File: config.mk
export PLATFORM = sky130hd
export DESIGN_NAME = output_timing_ctrl
export DESIGN_NICKNAME = d
export VERILOG_FILES = /design/src/output_timing_pkg.sv /design/src/output_timing_ctrl.sv /design/src/pin_sync.sv
export VERILOG_INCLUDE_DIRS = /design/src
export SDC_FILE = /design/constraint.sdc
export NUM_CORES = 1
export LEC_CHECK = 0
export BUFFER_PORTS_ARGS = -buffer_cell sky130_fd_sc_hd__buf_2
export CAP_MARGIN = 30
export CORE_MARGIN = 5
export CORE_UTILIZATION = 43
export DETAILED_ROUTE_END_ITERATION = 16
export PLACE_DENSITY_LB_ADDON = 0.3
export SYNTH_ARGS = -nofsm -noshare
export SYNTH_HDL_FRONTEND = slang
export SYNTH_HIERARCHICAL = 1
export SYNTH_SLANG_ARGS = --single-unit
File: constraint.sdc
create_clock -name clock -period 1.9 [get_ports clock]
set_input_delay 0.19 -clock clock [delete_from_list [all_inputs] [get_ports clock]]
set_output_delay 0.19 -clock clock [all_outputs]
set_load 0.01 [all_outputs]
File: src/output_timing_defines.svh
// Register offsets, field positions and reset values of the output timing control block
`ifndef OUTPUT_TIMING_DEFINES_SVH
`define OUTPUT_TIMING_DEFINES_SVH

`define ADDR_WIDTH 14
`define DATA_WIDTH 16

`define SOFT_RESET_ADDR 14'h0002
`define CLOCK_PULSE_ENABLE_ADDR 14'h0003
`define CLOCK_PULSE_SELECT_ADDR 14'h0004

`define SOFT_RESET_BIT 1
`define REF_PAIR_ENABLE_LSB 0
`define OFFSET_ENABLE_LSB 6
`define SELECT_FIELD_LSB 12
`define PAIR_FIELD_STRIDE 3
`define CLOCK_POLARITY_OFS 2
`define FRAME_POLARITY_OFS 1
`define FRAME_POSITION_OFS 0

`define SOFT_RESET_RESET 16'h0000
`define CLOCK_PULSE_ENABLE_RESET 16'h0000
`define CLOCK_PULSE_SELECT_RESET 16'h0000

`define SOFT_RESET_MASK 16'h0002
`define CLOCK_PULSE_ENABLE_MASK 16'h01CF
`define CLOCK_PULSE_SELECT_MASK 16'h3FFF

`endif

File: src/output_timing_pkg.sv
// Types shared by the output timing control block
`default_nettype none
`include "output_timing_defines.svh"

package output_timing_pkg;

	typedef struct packed {
		logic cs_n;
		logic ds_n;
		logic rw;
		logic [`ADDR_WIDTH-1:0] addr;
		logic [`DATA_WIDTH-1:0] data;
	} cpu_port_t;

	typedef struct packed {
		logic [3:0] clock;
		logic [3:0] frame;
	} rate_timing_t;

	typedef enum logic [1:0] {
		RATE_4M,
		RATE_8M,
		RATE_16M,
		RATE_32M
	} rate_sel_t;

endpackage : output_timing_pkg

`default_nettype wire

File: src/output_timing_ctrl.sv
// Soft reset, output enable and clock/pulse selection registers on the parallel CPU port
//
// Behaviour
// - Soft reset bit high holds switching reset
// - Soft reset bit low lets switching run
// - Pair enable high drives clock and pulse
// - Pair enable low floats clock and pulse
// - Offset enable high drives offset pulse
// - Offset enable low floats offset pulse
`timescale 1ns/1ps
`default_nettype none

module output_timing_ctrl
	import output_timing_pkg::*;
#(
	parameter int PAIRS = 4,
	parameter int OFFSETS = 3
) (
	input wire logic clock,
	input wire logic reset,
	input wire cpu_port_t cpu_in,
	output logic [`DATA_WIDTH-1:0] cpu_data_out,
	output logic cpu_data_oe_n,
	input wire logic [PAIRS-2:0] pair_clock_in,
	input wire logic [PAIRS-2:0] pair_frame_in,
	input wire rate_timing_t rate_in,
	input wire logic [OFFSETS-1:0] offset_pulse_in,
	output logic switch_soft_reset,
	output logic [PAIRS-1:0] reference_clock_out,
	output logic [PAIRS-1:0] reference_clock_oe_n,
	output logic [PAIRS-1:0] frame_pulse_out,
	output logic [PAIRS-1:0] frame_pulse_oe_n,
	output logic [OFFSETS-1:0] offset_frame_pulse_out,
	output logic [OFFSETS-1:0] offset_frame_pulse_oe_n
);

	localparam cpu_port_t CPU_IDLE = '{cs_n: 1'b1, ds_n: 1'b1, rw: 1'b1, addr: '0, data: '0};

	cpu_port_t cpu_sync;
	logic strobe_prev_reg;
	logic [`DATA_WIDTH-1:0] soft_reset_reg;
	logic [`DATA_WIDTH-1:0] enable_reg;
	logic [`DATA_WIDTH-1:0] select_reg;

	// Bit of one pair's polarity or position field
	function automatic logic pair_bit(input logic [`DATA_WIDTH-1:0] sel, input int pair,
		input int ofs);
		pair_bit = sel[pair * `PAIR_FIELD_STRIDE + ofs];
	endfunction : pair_bit

	// Pins cross into the clock domain before decode
	pin_sync #(
		.WIDTH($bits(cpu_port_t))
	) cpu_pin_sync (
		.clock(clock),
		.reset(reset),
		.pin_in(cpu_in),
		.reset_value(CPU_IDLE),
		.sync_out(cpu_sync)
	);

	wire selected = ~cpu_sync.cs_n & ~cpu_sync.ds_n;
	wire strobe_fall = strobe_prev_reg & selected;
	wire write_strobe = strobe_fall & ~cpu_sync.rw;
	wire hit_reset = cpu_sync.addr == `SOFT_RESET_ADDR;
	wire hit_enable = cpu_sync.addr == `CLOCK_PULSE_ENABLE_ADDR;
	wire hit_select = cpu_sync.addr == `CLOCK_PULSE_SELECT_ADDR;
	wire hit_any = hit_reset | hit_enable | hit_select;
	wire read_active = selected & cpu_sync.rw & hit_any;
	// Reserved bits are left unstored, so they read back as zero
	wire [`DATA_WIDTH-1:0] reset_next = cpu_sync.data & `SOFT_RESET_MASK;
	wire [`DATA_WIDTH-1:0] enable_next = cpu_sync.data & `CLOCK_PULSE_ENABLE_MASK;
	wire [`DATA_WIDTH-1:0] select_next = cpu_sync.data & `CLOCK_PULSE_SELECT_MASK;
	wire [`DATA_WIDTH-1:0] read_next = hit_reset ? soft_reset_reg :
		hit_enable ? enable_reg :
		hit_select ? select_reg : '0;
	wire rate_sel_t rate_sel = rate_sel_t'(select_reg[`SELECT_FIELD_LSB +: 2]);
	wire pair3_clock = rate_in.clock[rate_sel];
	wire pair3_frame = rate_in.frame[rate_sel];
	wire [PAIRS-1:0] src_clock = {pair3_clock, pair_clock_in};
	wire [PAIRS-1:0] src_frame = {pair3_frame, pair_frame_in};

	always_ff @(posedge clock)
	begin
		if (reset)
		begin
			strobe_prev_reg <= 1'b0;
			soft_reset_reg <= `SOFT_RESET_RESET;
			enable_reg <= `CLOCK_PULSE_ENABLE_RESET;
			select_reg <= `CLOCK_PULSE_SELECT_RESET;
			cpu_data_out <= 16'h0000;
			cpu_data_oe_n <= 1'b1;
		end
		else
		begin
			strobe_prev_reg <= ~selected;
			if (write_strobe && hit_reset)
				soft_reset_reg <= reset_next;
			if (write_strobe && hit_enable)
				enable_reg <= enable_next;
			if (write_strobe && hit_select)
				select_reg <= select_next;
			cpu_data_out <= read_active ? read_next : 16'h0000;
			cpu_data_oe_n <= ~read_active;
		end
	end

	// Switching blocks are held only while the bit stays high
	always_ff @(posedge clock)
	begin
		if (reset)
			switch_soft_reset <= 1'b0;
		else
			switch_soft_reset <= soft_reset_reg[`SOFT_RESET_BIT];
	end

	genvar p;
	generate
		for (p = 0; p < PAIRS; p++)
		begin : pair_gen
			wire enabled = enable_reg[`REF_PAIR_ENABLE_LSB + p];
			wire clock_inv = pair_bit(select_reg, p, `CLOCK_POLARITY_OFS);
			wire frame_inv = pair_bit(select_reg, p, `FRAME_POLARITY_OFS);
			always_ff @(posedge clock)
			begin
				if (reset)
				begin
					reference_clock_out[p] <= 1'b0;
					frame_pulse_out[p] <= 1'b0;
					reference_clock_oe_n[p] <= 1'b1;
					frame_pulse_oe_n[p] <= 1'b1;
				end
				else
				begin
					// Polarity bits invert; position needs the frame counter outside
					reference_clock_out[p] <= src_clock[p] ^ clock_inv;
					frame_pulse_out[p] <= src_frame[p] ^ frame_inv;
					reference_clock_oe_n[p] <= ~enabled;
					frame_pulse_oe_n[p] <= ~enabled;
				end
			end
		end
		for (p = 0; p < OFFSETS; p++)
		begin : offset_gen
			always_ff @(posedge clock)
			begin
				if (reset)
				begin
					offset_frame_pulse_out[p] <= 1'b0;
					offset_frame_pulse_oe_n[p] <= 1'b1;
				end
				else
				begin
					offset_frame_pulse_out[p] <= offset_pulse_in[p];
					offset_frame_pulse_oe_n[p] <= ~enable_reg[`OFFSET_ENABLE_LSB + p];
				end
			end
		end
	endgenerate

	soft_reset_set_a: assert property (@(posedge clock) disable iff (reset)
		write_strobe && hit_reset && cpu_sync.data[1] |=> ##1 switch_soft_reset)
		else $error("soft reset not raised after write");

	soft_reset_clear_a: assert property (@(posedge clock) disable iff (reset)
		write_strobe && hit_reset && !cpu_sync.data[1] |=> ##1 !switch_soft_reset)
		else $error("soft reset not released after write");

	reserved_zero_a: assert property (@(posedge clock) disable iff (reset)
		(soft_reset_reg & ~`SOFT_RESET_MASK) == 16'h0000
		&& (enable_reg & ~`CLOCK_PULSE_ENABLE_MASK) == 16'h0000
		&& (select_reg & ~`CLOCK_PULSE_SELECT_MASK) == 16'h0000)
		else $error("reserved bits stored");

	pair_drive_a: assert property (@(posedge clock) disable iff (reset)
		write_strobe && hit_enable && cpu_sync.data[3] |=> ##1
		!reference_clock_oe_n[3] && !frame_pulse_oe_n[3])
		else $error("pair three not driven after enable");

	pair_float_a: assert property (@(posedge clock) disable iff (reset)
		write_strobe && hit_enable && !cpu_sync.data[0] |=> ##1
		reference_clock_oe_n[0] && frame_pulse_oe_n[0])
		else $error("pair zero still driven after disable");

	offset_drive_a: assert property (@(posedge clock) disable iff (reset)
		write_strobe && hit_enable && cpu_sync.data[7] |=> ##1 !offset_frame_pulse_oe_n[1])
		else $error("offset pulse one not driven");

	offset_float_a: assert property (@(posedge clock) disable iff (reset)
		$fell(enable_reg[6]) |=> offset_frame_pulse_oe_n[0])
		else $error("offset pulse zero still driven");

	rate_select_a: assert property (@(posedge clock) disable iff (reset)
		select_reg[13:12] == 2'b11 && !select_reg[10] && $stable(select_reg)
		|=> frame_pulse_out[3] == $past(rate_in.frame[3]))
		else $error("pair three pulse not from selected rate");

	read_back_a: assert property (@(posedge clock) disable iff (reset)
		selected && cpu_sync.rw && hit_enable |=> !cpu_data_oe_n
		&& cpu_data_out == $past(enable_reg))
		else $error("enable register read back wrong");

	soft_reset_read_a: assert property (@(posedge clock) disable iff (reset)
		selected && cpu_sync.rw && hit_reset |=> !cpu_data_oe_n
		&& cpu_data_out == $past(soft_reset_reg))
		else $error("soft reset register read back wrong");

	// Unmapped addresses neither answer nor store
	unmapped_read_a: assert property (@(posedge clock) disable iff (reset)
		selected && cpu_sync.rw && !hit_any |=> cpu_data_oe_n)
		else $error("unmapped address answered");

	unmapped_write_a: assert property (@(posedge clock) disable iff (reset)
		write_strobe && !hit_any |=> $stable(soft_reset_reg) && $stable(enable_reg)
		&& $stable(select_reg))
		else $error("unmapped write stored");

	offset_far_drive_a: assert property (@(posedge clock) disable iff (reset)
		write_strobe && hit_enable && cpu_sync.data[8] |=> ##1 !offset_frame_pulse_oe_n[2])
		else $error("offset pulse two not driven");

	offset_mid_float_a: assert property (@(posedge clock) disable iff (reset)
		write_strobe && hit_enable && !cpu_sync.data[7] |=> ##1 offset_frame_pulse_oe_n[1])
		else $error("offset pulse one still driven");

	// Polarity bit inverts the selected source, one cycle late
	clock_polarity_a: assert property (@(posedge clock) disable iff (reset)
		select_reg[11] && $stable(select_reg)
		|=> reference_clock_out[3] != $past(pair3_clock))
		else $error("pair three clock not inverted");

	frame_polarity_a: assert property (@(posedge clock) disable iff (reset)
		select_reg[1] && $stable(select_reg)
		|=> frame_pulse_out[0] != $past(pair_frame_in[0]))
		else $error("pair zero pulse not inverted");

endmodule : output_timing_ctrl

`default_nettype wire

File: src/pin_sync.sv
// Two-flop synchroniser for a bundle of pin inputs
`timescale 1ns/1ps
`default_nettype none

module pin_sync #(
	parameter int WIDTH = 1
) (
	input wire logic clock,
	input wire logic reset,
	input wire logic [WIDTH-1:0] pin_in,
	input wire logic [WIDTH-1:0] reset_value,
	output logic [WIDTH-1:0] sync_out
);

	logic [WIDTH-1:0] first_reg;

	// The first stage feeds only the second
	always_ff @(posedge clock)
	begin
		if (reset)
		begin
			first_reg <= reset_value;
			sync_out <= reset_value;
		end
		else
		begin
			first_reg <= pin_in;
			sync_out <= first_reg;
		end
	end

endmodule : pin_sync

`default_nettype wire

==> results.py, run 1 <==
metrics = {
    "sta": {
        "setup_tns_ns": 0,
        "rsz0062_at_grt": "false",
        "slew_headroom_pct": 63.2,
        "finalMaxSlewViolations": 0,
        "setup_violations": 0,
        "skew_ns": 0.00822,
        "clock.fmax_mhz": 600,
        "hold_viol": 0,
        "fin_crit_sh_pct": 87.8,
        "fin_crit_ns": 1.67,
        "tightest_slew_ns": 0.552,
    },
    "critical_path": {
        "critical_path_buf_inv_count": 0,
        "endpoint_kind": "flip-flop",
        "crit_required_ns": 2.33,
        "cp_slowest_cell": "and3_1",
        "critPathTopFamily": "simple AND/OR/NAND/NOR gates",
        "cp_max_fo": 14,
        "critPathMaxStageDelay_ns": 0.56,
        "worstSetupStartpointType": "flip-flop",
        "worstPathCellList": "nor4_4, and3_1, nand4_1, a21oi_1",
        "critPathArrivalTime_ns": 2.10,
        "worstSetupPathType": "flip-flop to flip-flop",
    },
    "finish": {
        "fin_nets": 579,
        "syn_to_final_growth_pct": 38.8,
        "antennaDiodeCount": 0,
        "fin_area_um2": 6010,
        "drive_gt1_share_pct": 37.4,
    },
    "cts": {
        "clockBufferDepth": 2,
        "postCtsHoldBufs": 40,
        "cts_tree": "done",
        "clock_sinks": 119,
        "h-tree-depth": 4,
        "post-cts-setup-buffers": 0,
        "cts_buffers": 17,
        "root_buffer": "clkbuf_8",
        "cts_resized": 0,
        "cts.clk_slew.worst_paths_ns": 0.06,
        "insertion_delay_ns": 0.51,
    },
    "global_route": {
        "antenna_found_initial": 0,
        "grt_overflow": 0,
        "grt_first_pass_wirelength_um": 13100,
        "gr-usage-all-layers_pct": 14.1,
        "grt_max_degree": 104,
        "grt_pass1_vias": 2797,
    },
    "place": {
        "hpwl_um": 5040,
        "io_buffers": 87,
        "placed_area_um2": 5030,
        "routabilityCongestion": 0.717,
    },
    "drt": {
        "detail-route-antenna-nets": 0,
        "routedWlPerCell_um": 11.7,
        "num_vias": 2891,
        "routed_wl_um": 7880,
        "firstDrtPassIters": 4,
        "drt-vias-per-instance": 4.30,
        "post-route-drc-count": 0,
        "initialDrtViolationCount": 111,
    },
    "job": {
        "maxCapViolCount": 0,
    },
    "synth": {
        "synth_warnings": 6,
        "netlist_area_um2": 4330,
        "syn_avg_cell_area_um2": 12.7,
        "netlist_instances": 341,
    },
    "die": {
        "coreArea_um2": 9820,
        "fp-row-count": 36,
        "die_w_um": 110,
        "io_pins": 92,
        "die_h_um": 110,
        "dieArea_um2": 12200,
        "initial_core_util_pct": 44.1,
    },
    "power": {
        "p_clk_share_pct": 49.3,
        "internal-power_uw": 4800,
        "power.net_switching_uw": 1370,
        "swShare_pct": 22.2,
        "seqPwrFrac_pct": 43.5,
        "leakage_uw": 0.00270,
        "vdd_drop_max_mv": 0.532,
        "power_density_nw_per_um2": 1030,
        "pwr-share-comb_pct": 7.2,
    },
    "hold_path": {
        "hold_path_class": "input pin to flip-flop",
    },
    "outcome": {
        "status": "completed",
    },
}
layer usage:
| metal | up-vias | share of wire [%] | global-route usage [%] |
|---|---|---|---|
| li1 | 1497 | - | - |
| met1 | 1296 | 44 | 17.4 |
| met2 | 85 | 48 | 22.6 |
| met3 | 13 | 6.2 | 4.95 |
| met4 | 0 | 1.8 | 5.54 |
| met5 | - | 0 | 0 |
final timing paths:
kind	from	to	slack, ns	depth (start not counted)
worst min-delay path	rate_in[2]	frame_pulse_out[3]$_SDFF_PP0_	0.15	4
worst max-delay path	cpu_pin_sync/sync_out[22]$_DFF_P_	select_reg[11]$_SDFFE_PP0P_	0.23	4
worst min register to register	enable_reg[1]$_SDFFE_PP0P_	frame_pulse_oe_n[1]$_SDFF_PP1_	0.43	1
worst max register to register	cpu_pin_sync/sync_out[22]$_DFF_P_	select_reg[11]$_SDFFE_PP0P_	0.23	4
cell usage in the layout, fill, tap and decap left out, types with 5 or more instances in the layout:
cell and instances:
mux2_4 38, mux2i_1 7, nand4_1 16, nand2b_1 5
a22oi_1 6, o21ai_0 15, and2_1 8, or2b_2 7
xnor2_1 8, buf_4 5, dlygate4sd3_1 40, dfxtp_1 119
nor2b_1 5, conb_1 64, mux2_2 24, clkbuf_16 16
nor2_1 18, a21oi_1 15, buf_2 86, inv_6 6
worst reg2reg max path: cells and delay by family (launching register included):
kind | cells | cell delay [ns]
compound gates | 1 | 0.18
flops | 1 | 0.32
simple gates | 3 | 1.10
power groups by stage:
stage                     clock (uW)  sequential, uW  combinational [uW]
final                           3040            2680                 445
after global routing            3240            2700                 491
after CTS                       3120            2680                 443
after detailed placement           0            2740                 377
after global placement             0            2730                 371
after floorplan                    0            2730                 286
area by class of cell:
class	instances	area, um^2
Tap cell	133	166
Sequential cell	119	2380
Clock inverter	15	166
Clock buffer	17	414
Timing Repair Buffer	132	888
Multi-Input combinational cell	257	1990
Fill cell	794	3810
metrics by stage:
| stage | cells | util, % | hold slack, ns | setup WS [ns] | total power (uW) |
|---|---|---|---|---|---|
| finish | 673 | 61.2 | 0.151 | 0.233 | 6170 |
| global route | 673 | 61.2 | 0.173 | 0.0663 | 6430 |
| CTS | 673 | 61.2 | 0.136 | 0.238 | 6240 |
| detailed placement | 601 | 51.2 | 0.411 | 0.272 | 3110 |
| global placement | 601 | 51.2 | 0.398 | 0.317 | 3100 |
| floorplan | 403 | - | 0.270 | 0.522 | 3010 |
No activity file was read; power rests on OpenSTA's default activity.
==> run 2, diff against run 1 <==
GPL_TIMING_DRIVEN = 0   (was not set)
==> run 2 against run 1 <==
  * Worst hold slack worse by 0.10 ns
  * Die area did not move
  * Wire length rose by 4.3%
  * Clock skew is 0.0017 ns lower
  * Sequential power is essentially flat
  * Count of clock-buffer cells in the layout up 2
  * First-iteration DRC count down 43%
  * Sequential share of layout area down 0.86 points
  * Maximum frequency decreased by 2.9%
  * Largest cell class unchanged
  * Largest power group unchanged
==> results.py, run 2 (same netlist as run 1, synthesis figures left out) <==
metrics = {
    "critical_path": {
        "r2r_setup_slack_ns": 0.18,
        "r2r_cells": 4,
        "critPathArrivalTime_ns": 2.16,
        "endpoint_kind": "flip-flop",
        "worstSetupPathType": "flip-flop to flip-flop",
        "crit_required_ns": 2.35,
        "worstSetupStartpointType": "flip-flop",
        "rr_startpoint": "cpu_pin_sync/sync_out[28]$_DFF_P_",
        "cp_max_fo": 9,
        "timing.rr.end": "cpu_data_out[13]$_SDFF_PP0_",
    },
    "sta": {
        "finalMaxSlewViolations": 0,
        "fin_crit_sh_pct": 90.3,
        "hold_viol": 0,
        "clock.fmax_mhz": 583,
        "setup_violations": 0,
        "skew_ns": 0.00650,
        "slew_headroom_pct": 58.4,
        "tightest_slew_ns": 0.623,
        "setup_tns_ns": 0,
        "fin_crit_ns": 1.72,
        "rsz0062_at_grt": "false",
        "whs_ns": 0.0465,
    },
    "finish": {
        "layout_commonest_cell": "dfxtp_1",
        "layout.cells.non_filler": 695,
        "syn_to_final_growth_pct": 41.9,
        "drive_gt1_share_pct": 37.9,
        "antennaDiodeCount": 0,
        "fin_nets": 601,
        "multi_input_area_um2": 1990,
        "fin_area_um2": 6140,
        "regArea_um2": 2380,
        "fill_cells": 826,
        "final_cell_mix": "dfxtp_1, buf_2, conb_1",
    },
    "hold_path": {
        "hold_path_class": "input pin to flip-flop",
        "whs_path_depth": 2,
        "hold_path_end": "switch_soft_reset$_SDFF_PP0_",
        "min_from": "reset",
    },
    "cts": {
        "root_buffer": "clkbuf_8",
        "clock_sinks": 119,
        "h-tree-depth": 4,
        "cts_tree": "done",
        "cts.clk_slew.worst_paths_ns": 0.06,
        "insertion_delay_ns": 0.50,
        "cts_buffers": 17,
        "post-cts-setup-buffers": 0,
        "clockBufferDepth": 2,
    },
    "global_route": {
        "grt_overflow": 0,
        "gr-usage-all-layers_pct": 14.6,
        "grt_pass1_vias": 3033,
        "grt_max_degree": 17,
        "grt_first_pass_wirelength_um": 13500,
        "antenna_found_initial": 0,
    },
    "place": {
        "io_buffers": 87,
        "hpwl_um": 5860,
        "placed_area_um2": 5160,
        "dp_cells": 623,
        "routabilityCongestion": 0.777,
    },
    "drt": {
        "num_vias": 2996,
        "firstDrtPassIters": 4,
        "initialDrtViolationCount": 63,
        "routedWlPerCell_um": 11.8,
        "routed_wl_um": 8220,
        "detail-route-antenna-nets": 0,
        "post-route-drc-count": 0,
        "drt-vias-per-instance": 4.31,
    },
    "power": {
        "power_density_nw_per_um2": 1000,
        "leakage_uw": 0.00278,
        "vdd_drop_max_mv": 0.466,
        "power_uw": 6160,
    },
    "die": {
        "io_pins": 92,
        "coreArea_um2": 9820,
        "fp-row-count": 36,
        "die_h_um": 110,
        "dieArea_um2": 12200,
        "initial_core_util_pct": 44.1,
        "die_w_um": 110,
    },
    "outcome": {
        "status": "completed",
    },
    "job": {
        "maxCapViolCount": 0,
    },
}
[run 2: cell types whose count changed in the layout (fill, tap and decap cells not counted), sizes merged]
cell | before | now
inv | 6 | 2
clkbuf | 17 | 28
buf | 92 | 105
clkinv | 4 | 6
[run 2: what timing repair did]
action / in CTS / in global routing
resized for setup: 0 / 0
endpoints found under the hold margin: 40 / 0
hold buffers: 40 / 0
[run 2: where the power goes]
group / total (uW) / internal [uW] / switching [uW]
clock: 3020 / 1910 / 1110
combinational: 462 / 294 / 167
sequential: 2680 / 2630 / 55.6
total: 6160 / 4830 / 1330
[run 2: through the flow]
stage / setup slack, ns / utilization [%]
detailed placement: 0.178 / 52.6
floorplan: 0.522 / -
finish: 0.183 / 62.6
global route: 0.0256 / 62.6
global placement: 0.193 / 52.6
CTS: 0.169 / 62.6
[run 2: worst max-delay path by stage]
stage                                             end  slack (ns)                              start
after CTS                 cpu_data_out[13]$_SDFF_PP0_        0.17  cpu_pin_sync/sync_out[28]$_DFF_P_
final                     cpu_data_out[13]$_SDFF_PP0_        0.18  cpu_pin_sync/sync_out[28]$_DFF_P_
after global routing      select_reg[12]$_SDFFE_PP0P_        0.03  cpu_pin_sync/sync_out[22]$_DFF_P_
after floorplan            enable_reg[0]$_SDFFE_PP0P_        0.52  cpu_pin_sync/sync_out[28]$_DFF_P_
after global placement    cpu_data_out[11]$_SDFF_PP0_        0.19                              reset
after detailed placement   cpu_data_out[9]$_SDFF_PP0_        0.18                              reset
[run 2: per-layer routing]
metal	vias to the layer above	GRT usage (%)	wire length, um
met1	1375	16.5	3440
met5	-	0	0
met4	0	5.54	107
met3	12	5.59	482
li1	1539	-	-
met2	70	24.9	4190
[run 2: area by class of cell]
cell class              instances  area share, %
plain buffers                  27           3.12
clock buffers                  19           7.03
clock inverters                13           2.42
multi-input cells             257           32.4
flip-flops and latches        119           38.8
well taps                     133           2.71
repair buffers                127           13.6
[run 2: critical path, stage by stage (launching register included)]
cell and delay (ns):
dfxtp_1 0.32, nor4_4 0.39, nand4_2 0.33, nor2_1 0.42, and2_1 0.19
==> run 3, diff against run 2 <==
ABC_AREA = 1   (was not set)
RECOVER_POWER = 100   (was not set)
==> run 3 against run 2 <==
  * Non-clock buffer count grew 1
  * Final cell count grew 21%
  * Worst hold slack gained 0.025 ns
  * Utilization shrank 2.5 points
  * Critical path type is now input pin to flip-flop
  * Power shrank 2.3%
  * Sequential cell count is the same
  * Largest power group unchanged
  * Maximum frequency grew 1.5%
==> results.py, run 3 <==
metrics = {
    "sta": {
        "finalMaxSlewViolations": 0,
        "fin_crit_sh_pct": 89.0,
        "rsz0062_at_grt": "false",
        "tightest_slew_ns": 0.600,
        "setup_violations": 0,
        "slew_headroom_pct": 59.7,
        "hold_viol": 0,
        "setup_tns_ns": 0,
        "clock.fmax_mhz": 591,
        "skew_ns": 0.0107,
        "fin_crit_ns": 1.69,
    },
    "drt": {
        "drt-vias-per-instance": 4.22,
        "routedWlPerCell_um": 11.1,
        "num_vias": 3548,
        "post-route-drc-count": 0,
        "detail-route-antenna-nets": 0,
        "routed_wl_um": 9310,
        "firstDrtPassIters": 4,
        "initialDrtViolationCount": 146,
    },
    "synth": {
        "syn_avg_cell_area_um2": 8.04,
        "netlist_instances": 519,
        "netlist_area_um2": 4170,
        "synth_warnings": 6,
    },
    "outcome": {
        "status": "completed",
    },
    "power": {
        "pwr-share-comb_pct": 6.2,
        "internal-power_uw": 4730,
        "leakage_uw": 0.00270,
        "power.net_switching_uw": 1280,
        "power_density_nw_per_um2": 1050,
        "vdd_drop_max_mv": 0.537,
        "power_uw": 6020,
        "p_clk_share_pct": 49.4,
        "swShare_pct": 21.3,
        "seqPwrFrac_pct": 44.4,
    },
    "hold_path": {
        "whs_path_depth": 5,
        "min_from": "rate_in[0]",
        "hold_path_class": "input pin to flip-flop",
        "hold_path_end": "frame_pulse_out[3]$_SDFF_PP0_",
    },
    "die": {
        "dieArea_um2": 11800,
        "fp-row-count": 36,
        "initial_core_util_pct": 43.5,
        "die_h_um": 108,
        "coreArea_um2": 9590,
        "io_pins": 92,
        "die_w_um": 108,
    },
    "cts": {
        "h-tree-depth": 4,
        "cts_buffers": 17,
        "clock_sinks": 119,
        "insertion_delay_ns": 0.50,
        "cts.clk_slew.worst_paths_ns": 0.05,
        "clockBufferDepth": 2,
        "root_buffer": "clkbuf_8",
        "cts_tree": "done",
        "cts_resized": 0,
    },
    "critical_path": {
        "worstSetupStartpointType": "input pin",
        "cp_max_fo": 10,
        "endpoint_kind": "flip-flop",
        "critPathArrivalTime_ns": 2.08,
        "timing.rr.end": "enable_reg[8]$_SDFFE_PP0P_",
        "worstSetupPathType": "input pin to flip-flop",
        "crit_required_ns": 2.29,
        "rr_startpoint": "cpu_pin_sync/sync_out[23]$_DFF_P_",
        "r2r_setup_slack_ns": 0.28,
        "r2r_cells": 7,
    },
    "finish": {
        "final_cell_mix": "nand2_1, dfxtp_1, nor2_1",
        "antennaDiodeCount": 0,
        "drive_gt1_share_pct": 14.5,
        "layout_commonest_cell": "nand2_1",
        "fin_nets": 750,
        "syn_to_final_growth_pct": 38.1,
    },
    "place": {
        "routabilityCongestion": 0.819,
        "hpwl_um": 6240,
        "io_buffers": 86,
    },
    "job": {
        "maxCapViolCount": 0,
    },
    "global_route": {
        "grt_max_degree": 17,
        "gr-usage-all-layers_pct": 16.8,
        "antenna_found_initial": 0,
        "grt_overflow": 0,
        "grt_pass1_vias": 3365,
        "grt_first_pass_wirelength_um": 15300,
    },
}
run 3: cell count changes in the layout (fill, tap and decap cells not counted), sizes merged, moves of 43 or more:
cell,previous run,this run
buf,105,61
clkbuf,28,71
mux2,62,0
nand2,1,209
nor2,18,66
run 3: final cells by class:
class | count | area, um^2
tap | 133 | 166
clock inverter | 9 | 103
sequential | 119 | 2380
timing repair buffer | 129 | 813
clock buffer | 20 | 455
inverter | 34 | 131
fill | 881 | 3830
multi-input combinational | 371 | 1550
buffer | 26 | 155
run 3: repair_timing:
item | in CTS | in global routing
setup endpoints to repair | 0 | 0
buffers inserted | 0 | 0
hold buffers | 43 | 0
endpoints found under the hold margin | 42 | 0
run 3: worst max path at each step:
stage,from,end,cells after the start
2_1_floorplan,cpu_pin_sync/sync_out[27]$_DFF_P_,select_reg[12]$_SDFFE_PP0P_,8
3_3_place_gp,cpu_pin_sync/sync_out[31]$_DFF_P_,cpu_data_out[9]$_SDFF_PP0_,5
3_5_place_dp,cpu_pin_sync/sync_out[31]$_DFF_P_,cpu_data_out[9]$_SDFF_PP0_,5
4_1_cts,cpu_pin_sync/sync_out[31]$_DFF_P_,cpu_data_out[9]$_SDFF_PP0_,5
5_1_grt,cpu_pin_sync/sync_out[21]$_DFF_P_,select_reg[11]$_SDFFE_PP0P_,9
6_report,reset,cpu_pin_sync/first_reg[30]$_DFF_P_,8
run 3: power groups by stage:
| stage | registers [uW] | clock network, uW | logic (uW) |
|---|---|---|---|
| finish | 2670 | 2980 | 374 |
| global route | 2680 | 3150 | 430 |
| CTS | 2670 | 3030 | 390 |
| detailed placement | 2720 | 0 | 318 |
| global placement | 2720 | 0 | 309 |
| floorplan | 2710 | 0 | 203 |
run 3: routing by layer:
metal | part of all wire (%) | global-route usage, %
met2 | 50 | 28.8
met5 | 0 | 0
met1 | 43 | 19.8
met3 | 5.9 | 5.13
met4 | 0.92 | 5.95
run 3: critical path, cell delays in order:
cell and delay, ns:
dlygate4sd3_1 0.55, clkbuf_1 0.33, inv_4 0.06, buf_6 0.15, buf_6 0.14, nand2_1 0.08
nand2_1 0.05, dlygate4sd3_1 0.54
run 3: through the flow:
stage / worst slack, ns / util [%] / hold slack (ns) / cell area, um^2 / cells
floorplan: 0.578 / - / 0.287 / 4290 / 550
global placement: 0.387 / 50.9 / 0.377 / 4880 / 769
detailed placement: 0.357 / 50.9 / 0.372 / 4880 / 769
CTS: 0.347 / 61.2 / 0.0464 / 5870 / 841
global route: 0.0923 / 60.0 / 0.0893 / 5760 / 841
finish: 0.208 / 60.0 / 0.0719 / 5760 / 841
